[src/design/lcu_pkg.sv]
/*
  Constants for the link control upper-bits register bank: byte offsets,
  field positions and reset values.
  Assumes a 32-bit APB with word-aligned registers; nothing else.
*/
// What this block does
// - Bit 6 is a read-write common reference clock flag, zero after reset, driven out to the link logic.
// - Bit 7 is a read-write extended sync flag, zero after reset, telling the link logic to send extra ordered sets.
// - Bit 8, clock power management enable, always reads zero and ignores writes.
// - Bit 9, autonomous width disable, is tied to zero.
// - Bit 10 enables an interrupt from the bandwidth-management flag, resets to zero, tied low on upstream or no capability.
// - Bit 11 enables an interrupt from the autonomous-bandwidth flag, resets to zero, tied low likewise.
// - The bandwidth-management flag is set when retraining ends or the PHY changes speed or width, not via link down.
package lcu_pkg;
  // ----------------------------------------------------------------
  // Register map
  // ----------------------------------------------------------------
  localparam logic [11:0] LCU_OFS_LINK_CONTROL = 12'h050;
  localparam logic [11:0] LCU_OFS_EVT_STATUS = 12'h054;
  localparam logic [11:0] LCU_OFS_EVT_CLEAR = 12'h058;

  // ----------------------------------------------------------------
  // Field positions in link_control
  // ----------------------------------------------------------------
  localparam int LCU_BIT_COMMON_REFCLK = 6;
  localparam int LCU_BIT_EXTENDED_SYNC = 7;
  localparam int LCU_BIT_CLKPM_ENABLE = 8;
  localparam int LCU_BIT_AUTO_WIDTH_DIS = 9;
  localparam int LCU_BIT_BW_IRQ_EN = 10;
  localparam int LCU_BIT_ABW_IRQ_EN = 11;

  // Event flag positions in the status and clear registers
  localparam int LCU_EVT_BW_MGMT = 0;
  localparam int LCU_EVT_AUTO_BW = 1;
  localparam int LCU_NUM_EVT = 2;

  // ----------------------------------------------------------------
  // Reset values
  // ----------------------------------------------------------------
  localparam logic LCU_RST_CTL_BIT = 1'b0;
  localparam logic [31:0] LCU_RST_RDATA = 32'h0000_0000;
  localparam logic [1:0] LCU_RST_FLAGS = 2'h0;
endpackage

[src/design/lcu_evt_if.sv]
/*
  Carrier between the register bank and its event flag unit.
  Assumes both ends run on CLK_SYS.
*/
`timescale 1ns/1ns
interface lcu_evt_if;
  logic [1:0] set;
  logic [1:0] clr;
  logic force_zero;
  logic [1:0] flag;

  modport bank (output set, output clr, output force_zero, input flag);
  modport flags (input set, input clr, input force_zero, output flag);
endinterface

[src/design/lcu_flags.sv]
/*
  Sticky event flags with write-one-to-clear; a set beats a clear.
  Assumes set and clear come from logic on CLK_SYS.
*/
`timescale 1ns/1ns
module lcu_flags (
  input wire logic clk,
  input wire logic rst_n,
  lcu_evt_if.flags evt
);
  logic [1:0] flag;
  logic [1:0] next_flag;

  // ----------------------------------------------------------------
  // Flag update, one slice per event
  // ----------------------------------------------------------------
  genvar g;
  generate
    for (g = 0; g < lcu_pkg::LCU_NUM_EVT; g++) begin : g_flag
      // Set wins so an event in the clearing cycle is kept
      always_comb begin
        if (evt.force_zero) begin
          next_flag[g] = 1'b0;
        end else if (evt.set[g]) begin
          next_flag[g] = 1'b1;
        end else if (evt.clr[g]) begin
          next_flag[g] = 1'b0;
        end else begin
          next_flag[g] = flag[g];
        end
      end
    end
  endgenerate

  always_ff @(posedge clk) begin
    if (!rst_n) begin
      flag <= lcu_pkg::LCU_RST_FLAGS;
    end else begin
      flag <= next_flag;
    end
  end

  assign evt.flag = flag;

  // ----------------------------------------------------------------
  // Checks
  // ----------------------------------------------------------------
  a_bw_flag_set: assert property (@(posedge clk) disable iff (!rst_n)
    (evt.set[0] && !evt.force_zero) |=> flag[0])
    else $error("bandwidth flag not set after event");
  a_set_beats_clr: assert property (@(posedge clk) disable iff (!rst_n)
    (evt.set[1] && evt.clr[1] && !evt.force_zero) |=> flag[1])
    else $error("clear beat a simultaneous set");
  a_flag_hold: assert property (@(posedge clk) disable iff (!rst_n)
    (!evt.set[0] && !evt.clr[0] && !evt.force_zero) |=> flag[0] == $past(flag[0]))
    else $error("flag changed with no cause");
  c_flag_cleared: cover property (@(posedge clk) disable iff (!rst_n)
    flag[0] ##1 evt.clr[0] ##1 !flag[0]);
endmodule

[src/design/lcu_link_control.sv]
/*
  Upper bits of a switch port's link control register as an APB slave,
  with the bandwidth event flags and their interrupt.
  Assumes the link training machinery drives the event pulses on CLK_SYS;
  the port-role and capability straps come from pins and are synchronised.
*/
// Design decisions made here: the register offsets and register access over APB.
`timescale 1ns/1ns
module lcu_link_control (
  input wire logic CLK_SYS,
  input wire logic RESET_N,
  input wire logic PSEL,
  input wire logic PENABLE,
  input wire logic PWRITE,
  input wire logic [11:0] PADDR,
  input wire logic [31:0] PWDATA,
  input wire logic [3:0] PSTRB,
  output logic [31:0] PRDATA,
  output logic PREADY,
  output logic PSLVERR,
  input wire logic UPSTREAM_PORT,
  input wire logic BW_NOTIFICATION_CAPABLE,
  input wire logic RETRAIN_DONE,
  input wire logic AUTONOMOUS_CHANGE,
  input wire logic AUTONOMOUS_BW_EVENT,
  input wire logic LINK_DL_DOWN,
  output logic COMMON_REFCLK_CONFIG,
  output logic EXTENDED_SYNC,
  output logic IRQ
);
  // ----------------------------------------------------------------
  // Address decode
  // ----------------------------------------------------------------
  function automatic logic hit(input logic [11:0] addr, input logic [11:0] ofs);
    hit = (addr == ofs);
  endfunction

  logic setup_phase;
  logic access_phase;
  logic wr_ctl;
  logic wr_clr;
  logic mapped;

  assign setup_phase = PSEL && !PENABLE;
  assign access_phase = PSEL && PENABLE;
  assign wr_ctl = access_phase && PWRITE && hit(PADDR, lcu_pkg::LCU_OFS_LINK_CONTROL);
  assign wr_clr = access_phase && PWRITE && hit(PADDR, lcu_pkg::LCU_OFS_EVT_CLEAR);
  assign mapped = hit(PADDR, lcu_pkg::LCU_OFS_LINK_CONTROL) || hit(PADDR, lcu_pkg::LCU_OFS_EVT_STATUS)
    || hit(PADDR, lcu_pkg::LCU_OFS_EVT_CLEAR);

  // Zero-wait slave keeps the master's timing simple
  assign PREADY = 1'b1;

  // ----------------------------------------------------------------
  // Strap synchronisers
  // ----------------------------------------------------------------
  logic [1:0] strap_meta;
  logic [1:0] strap_sync;
  logic [1:0] next_strap_meta;
  logic [1:0] next_strap_sync;

  // First stage feeds only the second stage
  always_comb begin
    next_strap_meta = {BW_NOTIFICATION_CAPABLE, UPSTREAM_PORT};
    next_strap_sync = strap_meta;
  end

  always_ff @(posedge CLK_SYS) begin
    if (!RESET_N) begin
      strap_meta <= 2'h0;
      strap_sync <= 2'h0;
    end else begin
      strap_meta <= next_strap_meta;
      strap_sync <= next_strap_sync;
    end
  end

  // Enables and flags are only legal on a capable downstream port
  logic notify_allowed;
  assign notify_allowed = !strap_sync[0] && strap_sync[1];

  // ----------------------------------------------------------------
  // Control bits
  // ----------------------------------------------------------------
  logic common_refclk_config;
  logic extended_sync;
  logic bw_mgmt_irq_enable;
  logic autonomous_bw_irq_enable;
  logic next_common_refclk_config;
  logic next_extended_sync;
  logic next_bw_mgmt_irq_enable;
  logic next_autonomous_bw_irq_enable;

  // Byte lanes: bits 6-7 sit in lane 0, bits 10-11 in lane 1
  always_comb begin
    next_common_refclk_config = common_refclk_config;
    next_extended_sync = extended_sync;
    next_bw_mgmt_irq_enable = bw_mgmt_irq_enable;
    next_autonomous_bw_irq_enable = autonomous_bw_irq_enable;
    if (wr_ctl && PSTRB[0]) begin
      next_common_refclk_config = PWDATA[lcu_pkg::LCU_BIT_COMMON_REFCLK];
      next_extended_sync = PWDATA[lcu_pkg::LCU_BIT_EXTENDED_SYNC];
    end
    if (wr_ctl && PSTRB[1]) begin
      next_bw_mgmt_irq_enable = PWDATA[lcu_pkg::LCU_BIT_BW_IRQ_EN];
      next_autonomous_bw_irq_enable = PWDATA[lcu_pkg::LCU_BIT_ABW_IRQ_EN];
    end
    // Hardwired zero, so a strap change also drops a stored enable
    next_bw_mgmt_irq_enable = next_bw_mgmt_irq_enable && notify_allowed;
    next_autonomous_bw_irq_enable = next_autonomous_bw_irq_enable && notify_allowed;
  end

  always_ff @(posedge CLK_SYS) begin
    if (!RESET_N) begin
      common_refclk_config <= lcu_pkg::LCU_RST_CTL_BIT;
      extended_sync <= lcu_pkg::LCU_RST_CTL_BIT;
      bw_mgmt_irq_enable <= lcu_pkg::LCU_RST_CTL_BIT;
      autonomous_bw_irq_enable <= lcu_pkg::LCU_RST_CTL_BIT;
    end else begin
      common_refclk_config <= next_common_refclk_config;
      extended_sync <= next_extended_sync;
      bw_mgmt_irq_enable <= next_bw_mgmt_irq_enable;
      autonomous_bw_irq_enable <= next_autonomous_bw_irq_enable;
    end
  end

  assign COMMON_REFCLK_CONFIG = common_refclk_config;
  assign EXTENDED_SYNC = extended_sync;

  // ----------------------------------------------------------------
  // Event flags
  // ----------------------------------------------------------------
  lcu_evt_if evt ();

  // A change seen through link down is not a bandwidth event
  assign evt.set[lcu_pkg::LCU_EVT_BW_MGMT] = (RETRAIN_DONE || AUTONOMOUS_CHANGE) && !LINK_DL_DOWN;
  assign evt.set[lcu_pkg::LCU_EVT_AUTO_BW] = AUTONOMOUS_BW_EVENT && !LINK_DL_DOWN;
  assign evt.clr = wr_clr && PSTRB[0] ? PWDATA[1:0] : 2'h0;
  assign evt.force_zero = !notify_allowed;

  lcu_flags u_flags (
    .clk(CLK_SYS),
    .rst_n(RESET_N),
    .evt(evt)
  );

  // Level interrupt while an enabled flag stands
  assign IRQ = (evt.flag[lcu_pkg::LCU_EVT_BW_MGMT] && bw_mgmt_irq_enable)
    || (evt.flag[lcu_pkg::LCU_EVT_AUTO_BW] && autonomous_bw_irq_enable);

  // ----------------------------------------------------------------
  // Read data
  // ----------------------------------------------------------------
  logic [31:0] rdata;
  logic slverr;
  logic [31:0] next_rdata;
  logic next_slverr;

  // Captured in setup so data stand through the access phase
  always_comb begin
    next_rdata = rdata;
    next_slverr = slverr;
    if (setup_phase) begin
      next_rdata = lcu_pkg::LCU_RST_RDATA;
      next_slverr = !mapped;
      if (!PWRITE && hit(PADDR, lcu_pkg::LCU_OFS_LINK_CONTROL)) begin
        next_rdata[lcu_pkg::LCU_BIT_COMMON_REFCLK] = common_refclk_config;
        next_rdata[lcu_pkg::LCU_BIT_EXTENDED_SYNC] = extended_sync;
        next_rdata[lcu_pkg::LCU_BIT_CLKPM_ENABLE] = 1'b0;
        next_rdata[lcu_pkg::LCU_BIT_AUTO_WIDTH_DIS] = 1'b0;
        next_rdata[lcu_pkg::LCU_BIT_BW_IRQ_EN] = bw_mgmt_irq_enable;
        next_rdata[lcu_pkg::LCU_BIT_ABW_IRQ_EN] = autonomous_bw_irq_enable;
        next_rdata[15:12] = 4'h0;
      end else if (!PWRITE && hit(PADDR, lcu_pkg::LCU_OFS_EVT_STATUS)) begin
        next_rdata[1:0] = evt.flag;
      end
    end
  end

  always_ff @(posedge CLK_SYS) begin
    if (!RESET_N) begin
      rdata <= lcu_pkg::LCU_RST_RDATA;
      slverr <= 1'b0;
    end else begin
      rdata <= next_rdata;
      slverr <= next_slverr;
    end
  end

  assign PRDATA = rdata;
  assign PSLVERR = slverr && access_phase;

  // ----------------------------------------------------------------
  // Checks
  // ----------------------------------------------------------------
  logic rd_ctl_done;
  assign rd_ctl_done = access_phase && !PWRITE && hit(PADDR, lcu_pkg::LCU_OFS_LINK_CONTROL);

  a_refclk_write: assert property (@(posedge CLK_SYS) disable iff (!RESET_N)
    (wr_ctl && PSTRB[0]) |=> COMMON_REFCLK_CONFIG == $past(PWDATA[lcu_pkg::LCU_BIT_COMMON_REFCLK]))
    else $error("common refclk bit did not take the write");
  a_extended_sync_write: assert property (@(posedge CLK_SYS) disable iff (!RESET_N)
    (wr_ctl && PSTRB[0]) |=> EXTENDED_SYNC == $past(PWDATA[lcu_pkg::LCU_BIT_EXTENDED_SYNC]))
    else $error("extended sync output did not follow the write");
  a_clkpm_zero: assert property (@(posedge CLK_SYS) disable iff (!RESET_N)
    rd_ctl_done |-> PRDATA[lcu_pkg::LCU_BIT_CLKPM_ENABLE] == 1'b0)
    else $error("clock power management bit read as one");
  a_width_dis_zero: assert property (@(posedge CLK_SYS) disable iff (!RESET_N)
    rd_ctl_done |-> PRDATA[lcu_pkg::LCU_BIT_AUTO_WIDTH_DIS] == 1'b0)
    else $error("autonomous width disable read as one");
  a_bw_irq_raise: assert property (@(posedge CLK_SYS) disable iff (!RESET_N)
    (AUTONOMOUS_CHANGE && !LINK_DL_DOWN && notify_allowed && bw_mgmt_irq_enable && !wr_ctl) |=> IRQ)
    else $error("bandwidth interrupt missing");
  a_abw_irq_raise: assert property (@(posedge CLK_SYS) disable iff (!RESET_N)
    (evt.flag[1] && autonomous_bw_irq_enable) |-> IRQ)
    else $error("autonomous bandwidth interrupt missing");
  a_enable_tied_low: assert property (@(posedge CLK_SYS) disable iff (!RESET_N)
    !notify_allowed |=> !bw_mgmt_irq_enable && !autonomous_bw_irq_enable)
    else $error("enable stored on a port that may not notify");
  a_resv_zero: assert property (@(posedge CLK_SYS) disable iff (!RESET_N)
    rd_ctl_done |-> PRDATA[15:12] == 4'h0 && PRDATA[31:16] == 16'h0000)
    else $error("reserved bits read non-zero");
  a_event_to_irq: assert property (@(posedge CLK_SYS) disable iff (!RESET_N)
    (RETRAIN_DONE && !LINK_DL_DOWN && notify_allowed && bw_mgmt_irq_enable && !wr_ctl) |=> IRQ)
    else $error("retrain completion raised no interrupt");
  c_irq_seen: cover property (@(posedge CLK_SYS) disable iff (!RESET_N) $rose(IRQ));
  c_ctl_write: cover property (@(posedge CLK_SYS) disable iff (!RESET_N) wr_ctl && PSTRB[1]);
  c_unmapped: cover property (@(posedge CLK_SYS) disable iff (!RESET_N) PSLVERR);
endmodule

[config.mk]
export PLATFORM = sky130hd
export DESIGN_NAME = lcu_link_control
export DESIGN_NICKNAME = d
export VERILOG_FILES = /design/src/design/lcu_pkg.sv /design/src/design/lcu_evt_if.sv /design/src/design/lcu_flags.sv /design/src/design/lcu_link_control.sv
export SDC_FILE = /design/constraint.sdc
export NUM_CORES = 1
export LEC_CHECK = 0
export ABC_AREA = 1
export BUFFER_PORTS_ARGS = -buffer_cell sky130_fd_sc_hd__buf_2
export CORE_MARGIN = 4
export CORE_UTILIZATION = 33
export CTS_BUF_LIST = sky130_fd_sc_hd__clkbuf_4 sky130_fd_sc_hd__clkbuf_8 sky130_fd_sc_hd__clkbuf_16
export CTS_CLUSTER_DIAMETER = 100
export DETAILED_ROUTE_END_ITERATION = 10
export GPL_TIMING_DRIVEN = 1
export HOLD_SLACK_MARGIN = 0.06
export PLACE_DENSITY_LB_ADDON = 0.3
export SYNTH_ARGS = -nofsm -noshare
export SYNTH_HDL_FRONTEND = slang
export SYNTH_SLANG_ARGS = --single-unit
[constraint.sdc]
create_clock -name CLK_SYS -period 1.2 [get_ports CLK_SYS]
set_clock_uncertainty 0.15 [all_clocks]
set_input_delay 0 -clock CLK_SYS [delete_from_list [all_inputs] [get_ports CLK_SYS]]
set_output_delay 0 -clock CLK_SYS [all_outputs]
set_load 0.02 [all_outputs]
# After elaboration in Yosys (flattened, before gate mapping)
# Cells that the tools add are included.
[totals] register_bits=23 out_inout_bits=37 word_cells=53
[op_classes] eq_ne=3 mux=10 reduce_logical=30
[ops] operator="$eq 12x7->1 const B" count=3
[ops] operator="$logic_and 1x1->1" count=18
[ops] operator="$mux 1" count=6
[ops] operator="$mux 2" count=3
[ops] operator="$mux 6" count=1
[ops] operator="$logic_not 1->1" count=5
[ops] operator="$logic_or 1x1->1" count=4
[ops] operator="$reduce_bool 2->1" count=2
[ops] operator="$reduce_and 2->1" count=1

# Depth between registers and ports, before layout
# Gate-level depths: netlist of run 1.
[logic_depth] word_depth=7 mapped_depth=8

# By module
# Synthesis of run 1 repeated with hierarchy kept, for this count alone.
[hier_totals] hier_cells=161 area_unflattened_um2=1064.8
[by_module_without_submodules] mod="lcu_link_control" n_inst=1 cells_each=149 area_per_inst_um2=984.7 seq_area_each_um2=300.3
[by_module_without_submodules] mod="lcu_flags" n_inst=1 cells_each=12 area_per_inst_um2=80.1 seq_area_each_um2=40.0

# Least setup slack after synthesis of run 1
# OpenSTA, ideal clock, no wires.
[synth_path] path_type="reg2reg" startpoint="reg strap_sync[1]" endpoint="reg autonomous_bw_irq_enable" arrival_time_ps=741 path_slack_ps=245 path_stages_with_launch=5 path_buffers=0 cell_sequence="dfxtp_1 inv_1 nor3_1 o21ai_0 nor2_1"
[synth_via] elab_chain_len=2
[synth_rtl] element="start, declared" line_no="lcu_link_control.sv:58" text="logic [1:0] strap_sync;"
[synth_rtl] element="start signal, assigned" line_no="lcu_link_control.sv:74" text="strap_sync <= next_strap_sync;"
[synth_rtl] element="$logic_and 1x1->1" line_no="lcu_link_control.sv:80" text="assign notify_allowed = !strap_sync[0] && strap_sync[1];"
[synth_rtl] element="$logic_and 1x1->1" line_no="lcu_link_control.sv:110" text="next_autonomous_bw_irq_enable = next_autonomous_bw_irq_enable && notify_allowed;"
[synth_rtl] element="end signal, assigned" line_no="lcu_link_control.sv:118" text="autonomous_bw_irq_enable <= lcu_pkg::LCU_RST_CTL_BIT;"
[synth_rtl] element="end signal, assigned" line_no="lcu_link_control.sv:123" text="autonomous_bw_irq_enable <= next_autonomous_bw_irq_enable;"
[synth_rtl] element="end, declared" line_no="lcu_link_control.sv:88" text="logic autonomous_bw_irq_enable;"
# Every way passes these cells.
# A chain may end at the register's enable or synchronous reset.

# Worst setup path after layout of run 1
[layout_path] startpoint="reg u_flags.flag[1], in the netlist u_flags.evt.flag[1]" endpoint="out IRQ"
[layout_via] elab_chain_len=2
[layout_rtl] element="start, declared" line_no="lcu_flags.sv:11" text="logic [1:0] flag;"
[layout_rtl] element="start signal, assigned" line_no="lcu_flags.sv:37" text="flag <= lcu_pkg::LCU_RST_FLAGS;"
[layout_rtl] element="start signal, assigned" line_no="lcu_flags.sv:39" text="flag <= next_flag;"
[layout_rtl] element="$logic_and 1x1->1" line_no="lcu_link_control.sv:149" text="|| (evt.flag[lcu_pkg::LCU_EVT_AUTO_BW] && autonomous_bw_irq_enable);"
[layout_rtl] element="$logic_or 1x1->1" line_no="lcu_link_control.sv:149"
[layout_rtl] element="end, declared" line_no="lcu_link_control.sv:29" text="output logic IRQ"
# Every way passes these cells.

==> impl_metrics.sql, run 1 <==
INSERT INTO impl_metrics (metric_group, metric, value, unit) VALUES
('sta', 'setup-tns-final', '0', 'ps'),
('sta', 'period_needed', '1170', 'ps'),
('drt', 'vias_per_cell', '4.02', ''),
('sta', 'whs', '-22.4', 'ps'),
('sta', 'final_critical_path_setup_slack', '25.5', 'ps'),
('logic_synthesis', 'yosysWarnings', '0', ''),
('cells_and_area', 'commonest_non_fill_non_tap_cell_in_the_layout', 'sky130_fd_sc_hd__buf_2', ''),
('clocking', 'cts_tree', 'yes', ''),
('cells_and_area', 'final_cell_count_no_fill', '241', ''),
('clocking', 'clk_pin_slew_worst_paths', '100', 'ps'),
('global_route', 'globalRouteTotalUtil', '0.107', ''),
('clocking', 'numClockSinks', '17', ''),
('cells_and_area', 'layout-drive-gt1-share', '0.276', ''),
('die', 'die_x', '63.2', 'µm'),
('critical_path', 'worstPathMaxFanout', '2', ''),
('clocking', 'hold_buffers', '18', ''),
('die', 'pin_count', '96', ''),
('clocking', 'post-cts-setup-buffer-count', '0', ''),
('run', 'cap_violations', '0', ''),
('power', 'vdd.ir_drop.worst', '0.601', 'mV'),
('die', 'start_util', '0.356', ''),
('sta', 'max_freq', '851', 'MHz'),
('clocking', 'htreeDepth', '1', ''),
('logic_synthesis', 'register_area_share_after_synthesis', '0.338', ''),
('sta', 'grt_setup_unrepaired', 'true', ''),
('placed_design', 'numPlacedInstances', '219', ''),
('critical_path', 'rr_worst_depth', '4', ''),
('sta', 'layout_worst_path_cycle_share', '0.979', ''),
('cells_and_area', 'diodes', '0', ''),
('power', 'p_leak', '0.732', 'nW'),
('die', 'total_die_area', '4000', 'µm²'),
('drt', 'drt_drc_violations_left', '0', ''),
('die', 'die-height', '63.2', 'µm'),
('logic_synthesis', 'postSynthAreaPerCell', '6.80', 'µm²'),
('critical_path', 'cp_data_required_time', '1050', 'ps'),
('clocking', 'root_buffer', 'sky130_fd_sc_hd__clkbuf_4', ''),
('cells_and_area', 'utilization', '0.489', ''),
('clocking', 'cts_buffers', '3', ''),
('placed_design', 'place_worst_setup_slack', '55.6', 'ps'),
('global_route', 'grt_antenna_before_repair', '0', ''),
('power', 'power_per_cell_area', '840', 'nW/µm²'),
('outcome', 'status', 'finished, violations left', ''),
('critical_path', 'setup.worst_path.class', 'reg2out', ''),
('hold_path', 'holdCritPathClass', 'in2reg', ''),
('global_route', 'grt-ovfl-total', '0', ''),
('die', 'coreArea', '2830', 'µm²'),
('drt', 'initialDrtViolationCount', '43', ''),
('sta', 'maxSlewViolCount', '0', ''),
('drt', 'route.detailed.wl_per_inst', '9.10', 'µm'),
('critical_path', 'critical_path.cell_chain', 'inv_1 > o22ai_2 > buf_6', ''),
('sta', 'setup-violations-final', '0', ''),
('placed_design', 'port_buffers', '40', ''),
('drt', 'final_antenna_net_count', '0', ''),
('clocking', 'cts_buffer_depth', '2', ''),
('critical_path', 'critPathSlowestCell', 'sky130_fd_sc_hd__dfxtp_1', ''),
('global_route', 'global_route_wire_length_before_repair', '3.43', 'mm'),
('drt', 'routed_wirelength', '2.19', 'mm'),
('global_route', 'largest_net_degree_at_the_start_of_global_routing', '11', ''),
('logic_synthesis', 'synth.ff_latch_count', '17', ''),
('sta', 'timing.final.hold_violations', '4', ''),
('global_route', 'first_global_vias', '863', ''),
('critical_path', 'cp.arrival', '1020', 'ps'),
('cells_and_area', 'area.growth.synth_to_final', '37.6', '%'),
('logic_synthesis', 'netlist_area', '1010', 'µm²'),
('critical_path', 'critical_path_startpoint_category', 'flip-flop', ''),
('die', 'rows', '19', ''),
('placed_design', 'place_hpwl', '1.65', 'mm'),
('cells_and_area', 'most-common-layout-cells', 'sky130_fd_sc_hd__buf_2, sky130_fd_sc_hd__nand2_1, sky130_fd_sc_hd__conb_1', ''),
('outcome', 'violations', 'negative hold slack', ''),
('clocking', 'worstSkewPairLatency', '300', 'ps'),
('critical_path', 'largest_stage_delay_worst_path', '340', 'ps'),
('drt', 'detail_route.first_pass.iterations', '4', ''),
('drt', 'vias', '969', ''),
('logic_synthesis', 'synthesized_netlist_cell_count', '148', ''),
('hold_path', 'hold_path_depth', '6', ''),
('logic_synthesis', 'synth_cell_types', '18', ''),
('critical_path', 'setup.worst_path.end_class', 'primary output', ''),
('cells_and_area', 'num-nets-final', '270', ''),
('placed_design', 'gp_congestion', '0.730', '');
area by class of cell:
cell class,instances,area (µm²)
well taps,31,38.8
clock buffers,3,22.5
multi-input cells,104,477
fillers,294,1450
repair buffers,61,409
inverters,24,90.1
clock inverters,1,5.00
flip-flops and latches,17,342
metal layers:
| layer | part of all wire | vias up | global-route usage |
|---|---|---|---|
| li1 | - | 517 | - |
| met1 | 0.43 | 397 | 0.126 |
| met2 | 0.45 | 50 | 0.171 |
| met3 | 0.10 | 5 | 0.0337 |
| met4 | 0.020 | 0 | 0.0566 |
| met5 | 0 | - | 0 |
flip-flops by register name, summed over array words and instances (netlist names):
name	count
bw_mgmt_irq_enable	1
COMMON_REFCLK_CONFIG	1
autonomous_bw_irq_enable	1
next_strap_sync	2
PRDATA	6
u_flags.evt.flag	2
strap_sync	2
EXTENDED_SYNC	1
slverr	1
worst paths after layout:
check | startpoint | to | slack, ps
worst min register to register | next_strap_sync[1]$_SDFF_PN0_ | strap_sync[1]$_SDFF_PN0_ | 270
worst max register to register | strap_sync[1]$_SDFF_PN0_ | autonomous_bw_irq_enable$_SDFF_PN0_ | 200
worst min-delay path | PADDR[3] | PRDATA[11]$_SDFFE_PN0P_ | -20
worst max-delay path | u_flags.evt.flag[1]$_SDFFE_PN0P_ | IRQ | 30
per-stage QoR:
step	total power, mW	hold WS (ps)	cell area, µm²
finish	1.16	-22.4	1380
global route	1.23	-5.80	1380
CTS	1.17	-23.8	1370
detailed placement	0.807	37.1	1150
global placement	0.807	31.7	1150
floorplan	0.800	-52.4	1100
timing repair:
item	4_1_cts	5_1_grt
endpoints found under the hold margin	17	7
resized for setup	2	5
pin swaps	0	0
endpoints found under the setup margin	1	4
Yosys cell counts:
cell type,count,area (µm²)
sky130_fd_sc_hd__and3_1,1,6.26
sky130_fd_sc_hd__a21oi_1,9,45.0
sky130_fd_sc_hd__clkbuf_1,1,3.75
sky130_fd_sc_hd__nand4_1,2,12.5
sky130_fd_sc_hd__nor3_1,1,5.00
sky130_fd_sc_hd__inv_1,24,90.1
sky130_fd_sc_hd__dfxtp_1,17,340
sky130_fd_sc_hd__conb_1,2,7.51
sky130_fd_sc_hd__buf_4,27,203
sky130_fd_sc_hd__nor3_2,1,10.0
sky130_fd_sc_hd__nand2_2,1,6.26
sky130_fd_sc_hd__nor2_2,2,12.5
sky130_fd_sc_hd__o22ai_1,1,6.26
sky130_fd_sc_hd__o21ai_0,7,35.0
sky130_fd_sc_hd__nand2_1,30,113
sky130_fd_sc_hd__nor2_4,3,33.8
sky130_fd_sc_hd__nand3_1,4,20.0
sky130_fd_sc_hd__nor2_1,15,56.3
critical path, delay by kind of cell, from the launching register on:
kind | cells | cell delay, ps
AO/OA/AOI/OAI | 1 | 190
buffers and inverters | 2 | 200
flip-flops | 1 | 340
cells by family (layout without fill, tap and decap cells):
logic type	after synthesis	after routing	synth area share
other	2	27	0.00747
AND/OR/NAND/NOR	60	60	0.274
AO/OA/AOI/OAI	17	17	0.0858
buffers and inverters	52	89	0.295
flip-flops	17	17	0.338
where the power goes:
part / switching (mW) / internal [mW] / total (mW)
registers: 0.00590 / 0.581 / 0.586
logic: 0.156 / 0.102 / 0.258
clock network: 0.194 / 0.124 / 0.318
total: 0.356 / 0.807 / 1.16
(Power assumes the default switching activity.)
==> inputs of run 2 (changes only) <==
==> constraint.sdc (replaced) <==
create_clock -name CLK_SYS -period 1.2 [get_ports CLK_SYS]
set_clock_uncertainty 0.15 [all_clocks]
set_input_delay 0 -clock CLK_SYS [delete_from_list [all_inputs] [get_ports CLK_SYS]]
set_output_delay 0 -clock CLK_SYS [all_outputs]
set_load 0.005 [all_outputs]
==> run 2 against run 1 <==
Net effect:
- the run still ends with negative hold slack left
- utilization down 0.22 points
- critical endpoint unchanged
- sequential power about the same
- non-clock buffer count unchanged
==> impl_metrics.sql, run 2 (synthesis results as in run 1) <==
INSERT INTO impl_metrics (metric_group, metric, value, unit) VALUES
('critical_path', 'r2r_setup_slack', '200', 'ps'),
('sta', 'period_needed', '1140', 'ps'),
('outcome', 'violations', 'negative hold slack', ''),
('sta', 'max_freq', '874', 'MHz'),
('clocking', 'clk_pin_slew_worst_paths', '100', 'ps'),
('hold_path', 'whs_endpoint', 'PRDATA[11]$_SDFFE_PN0P_', ''),
('outcome', 'status', 'finished, violations left', ''),
('cells_and_area', 'fin_area', '1380', 'µm²'),
('global_route', 'globalRouteTotalUtil', '0.107', ''),
('power', 'vdd.ir_drop.worst', '0.612', 'mV'),
('run', 'cap_violations', '0', ''),
('die', 'rows', '19', ''),
('critical_path', 'worstPathMaxFanout', '2', ''),
('sta', 'timing.final.hold_violations', '4', ''),
('global_route', 'grt-ovfl-total', '0', ''),
('cells_and_area', 'max_ffs_per_register', '6', ''),
('cells_and_area', 'num-nets-final', '270', ''),
('placed_design', 'post_dp_cell_area', '1150', 'µm²'),
('drt', 'vias', '969', ''),
('die', 'total_die_area', '4000', 'µm²'),
('clocking', 'cts_buffers', '3', ''),
('sta', 'maxSlewViolCount', '0', ''),
('cells_and_area', 'most-common-layout-cells', 'sky130_fd_sc_hd__buf_2, sky130_fd_sc_hd__nand2_1, sky130_fd_sc_hd__conb_1', ''),
('drt', 'dr_wl_met2', '986', 'µm'),
('clocking', 'cts_buffer_depth', '2', ''),
('die', 'start_util', '0.356', ''),
('critical_path', 'rr_worst_depth', '4', ''),
('cells_and_area', 'diodes', '0', ''),
('sta', 'whs', '-22.4', 'ps'),
('critical_path', 'cp.arrival', '990', 'ps'),
('clocking', 'cts_tree', 'yes', ''),
('die', 'pin_count', '96', ''),
('drt', 'wl_met1', '943', 'µm'),
('die', 'die_x', '63.2', 'µm'),
('power', 'p_leak', '0.732', 'nW'),
('drt', 'top_signal_layer_used', 'met4', ''),
('drt', 'routed_wirelength', '2.19', 'mm'),
('cells_and_area', 'commonest_non_fill_non_tap_cell_in_the_layout', 'sky130_fd_sc_hd__buf_2', ''),
('drt', 'drt_drc_violations_left', '0', ''),
('global_route', 'first_global_vias', '862', ''),
('power', 'power_per_cell_area', '797', 'nW/µm²'),
('clocking', 'root_buffer', 'sky130_fd_sc_hd__clkbuf_4', ''),
('hold_path', 'hold_path_depth', '6', ''),
('placed_design', 'port_buffers', '40', ''),
('drt', 'route.detailed.wl_per_inst', '9.10', 'µm'),
('critical_path', 'worstReg2RegStart', 'strap_sync[1]$_SDFF_PN0_', ''),
('critical_path', 'critical_path_startpoint_category', 'flip-flop', ''),
('placed_design', 'place_hpwl', '1.65', 'mm'),
('sta', 'grt_setup_unrepaired', 'false', ''),
('critical_path', 'cp_data_required_time', '1050', 'ps'),
('cells_and_area', 'n_fill_cell', '298', ''),
('drt', 'final_antenna_net_count', '0', ''),
('drt', 'initialDrtViolationCount', '41', ''),
('drt', 'vias_per_cell', '4.02', ''),
('sta', 'setup-violations-final', '0', ''),
('die', 'coreArea', '2830', 'µm²'),
('drt', 'wl_met3', '219', 'µm'),
('sta', 'setup-tns-final', '0', 'ps'),
('cells_and_area', 'area.growth.synth_to_final', '36.9', '%'),
('critical_path', 'endpoint_of_the_worst_slack_reg_to_reg_timing_path', 'autonomous_bw_irq_enable$_SDFF_PN0_', ''),
('placed_design', 'gp_congestion', '0.730', ''),
('hold_path', 'holdCritPathClass', 'in2reg', ''),
('hold_path', 'hold_start', 'PADDR[3]', ''),
('sta', 'layout_worst_path_cycle_share', '0.953', ''),
('drt', 'detail_route.first_pass.iterations', '4', ''),
('critical_path', 'setup.worst_path.class', 'reg2out', ''),
('global_route', 'grt_antenna_before_repair', '0', ''),
('global_route', 'largest_net_degree_at_the_start_of_global_routing', '11', ''),
('critical_path', 'setup.worst_path.end_class', 'primary output', ''),
('global_route', 'global_route_wire_length_before_repair', '3.43', 'mm'),
('cells_and_area', 'layout-drive-gt1-share', '0.276', ''),
('die', 'die-height', '63.2', 'µm'),
('clocking', 'numClockSinks', '17', ''),
('clocking', 'htreeDepth', '1', ''),
('clocking', 'hold_buffers', '18', ''),
('power', 'report.power.total', '1.10', 'mW'),
('clocking', 'worstSkewPairLatency', '300', 'ps');
## run 2: changes by cell type in the layout (fill, tap and decap cells not counted)
cell,previous run,this run
sky130_fd_sc_hd__buf_2,39,40
sky130_fd_sc_hd__buf_6,1,0
## run 2: layer usage
metal / GRT usage / vias to the layer above
met5: 0 / -
met4: 0.0566 / 0
met2: 0.173 / 50
li1: - / 517
met1: 0.125 / 397
met3: 0.0337 / 5
## run 2: what timing repair did
| item | 4_1_cts | 5_1_grt |
|---|---|---|
| endpoints found under the setup margin | 0 | 4 |
| resized for setup | 0 | 5 |
| setup buffers | 0 | 0 |
| endpoints found under the hold margin | 17 | 7 |
## run 2: power by group
group          internal [mW]  switching (mW)  total (mW)
clock network          0.124           0.194       0.318
registers              0.581         0.00590       0.586
logic                  0.102          0.0920       0.194
## run 2: how the worst max path moves through the flow
stage / start / to / slack, ps / cells past startpoint
final: u_flags.evt.flag[1]$_SDFFE_PN0P_ / IRQ / 60 / 3
after global routing: u_flags.evt.flag[1]$_SDFFE_PN0P_ / IRQ / 0.4 / 3
after CTS: u_flags.evt.flag[1]$_SDFFE_PN0P_ / IRQ / 20 / 3
after detailed placement: PADDR[0] / autonomous_bw_irq_enable$_SDFF_PN0_ / 60 / 7
after floorplan: strap_sync[1]$_SDFF_PN0_ / autonomous_bw_irq_enable$_SDFF_PN0_ / 240 / 4
after global placement: PADDR[0] / autonomous_bw_irq_enable$_SDFF_PN0_ / 60 / 7
## run 2: stage by stage
step	hold slack [ps]	util	worst slack, ps	cells
after global placement	31.7	0.408	60.3	219
after CTS	-23.8	0.482	15.6	241
after global routing	-5.80	0.487	0.389	241
after floorplan	-52.4	-	245	173
after detailed placement	37.1	0.408	55.6	219
final	-22.4	0.487	55.9	241
## run 2: final cells by class
| type | count | area [µm²] | area share |
|---|---|---|---|
| multi-input combinational | 104 | 477 | 0.346 |
| timing repair buffer | 61 | 403 | 0.292 |
| sequential | 17 | 342 | 0.248 |
| inverter | 24 | 90.1 | 0.0654 |
| tap | 31 | 38.8 | 0.0282 |
| clock buffer | 3 | 22.5 | 0.0163 |
| clock inverter | 1 | 5.00 | 0.00363 |
## run 2: worst max-delay path: stages, from the launching register on
cell and delay [ps]:
sky130_fd_sc_hd__dfxtp_1 340, sky130_fd_sc_hd__inv_1 60, sky130_fd_sc_hd__o22ai_2 160, sky130_fd_sc_hd__buf_2 130
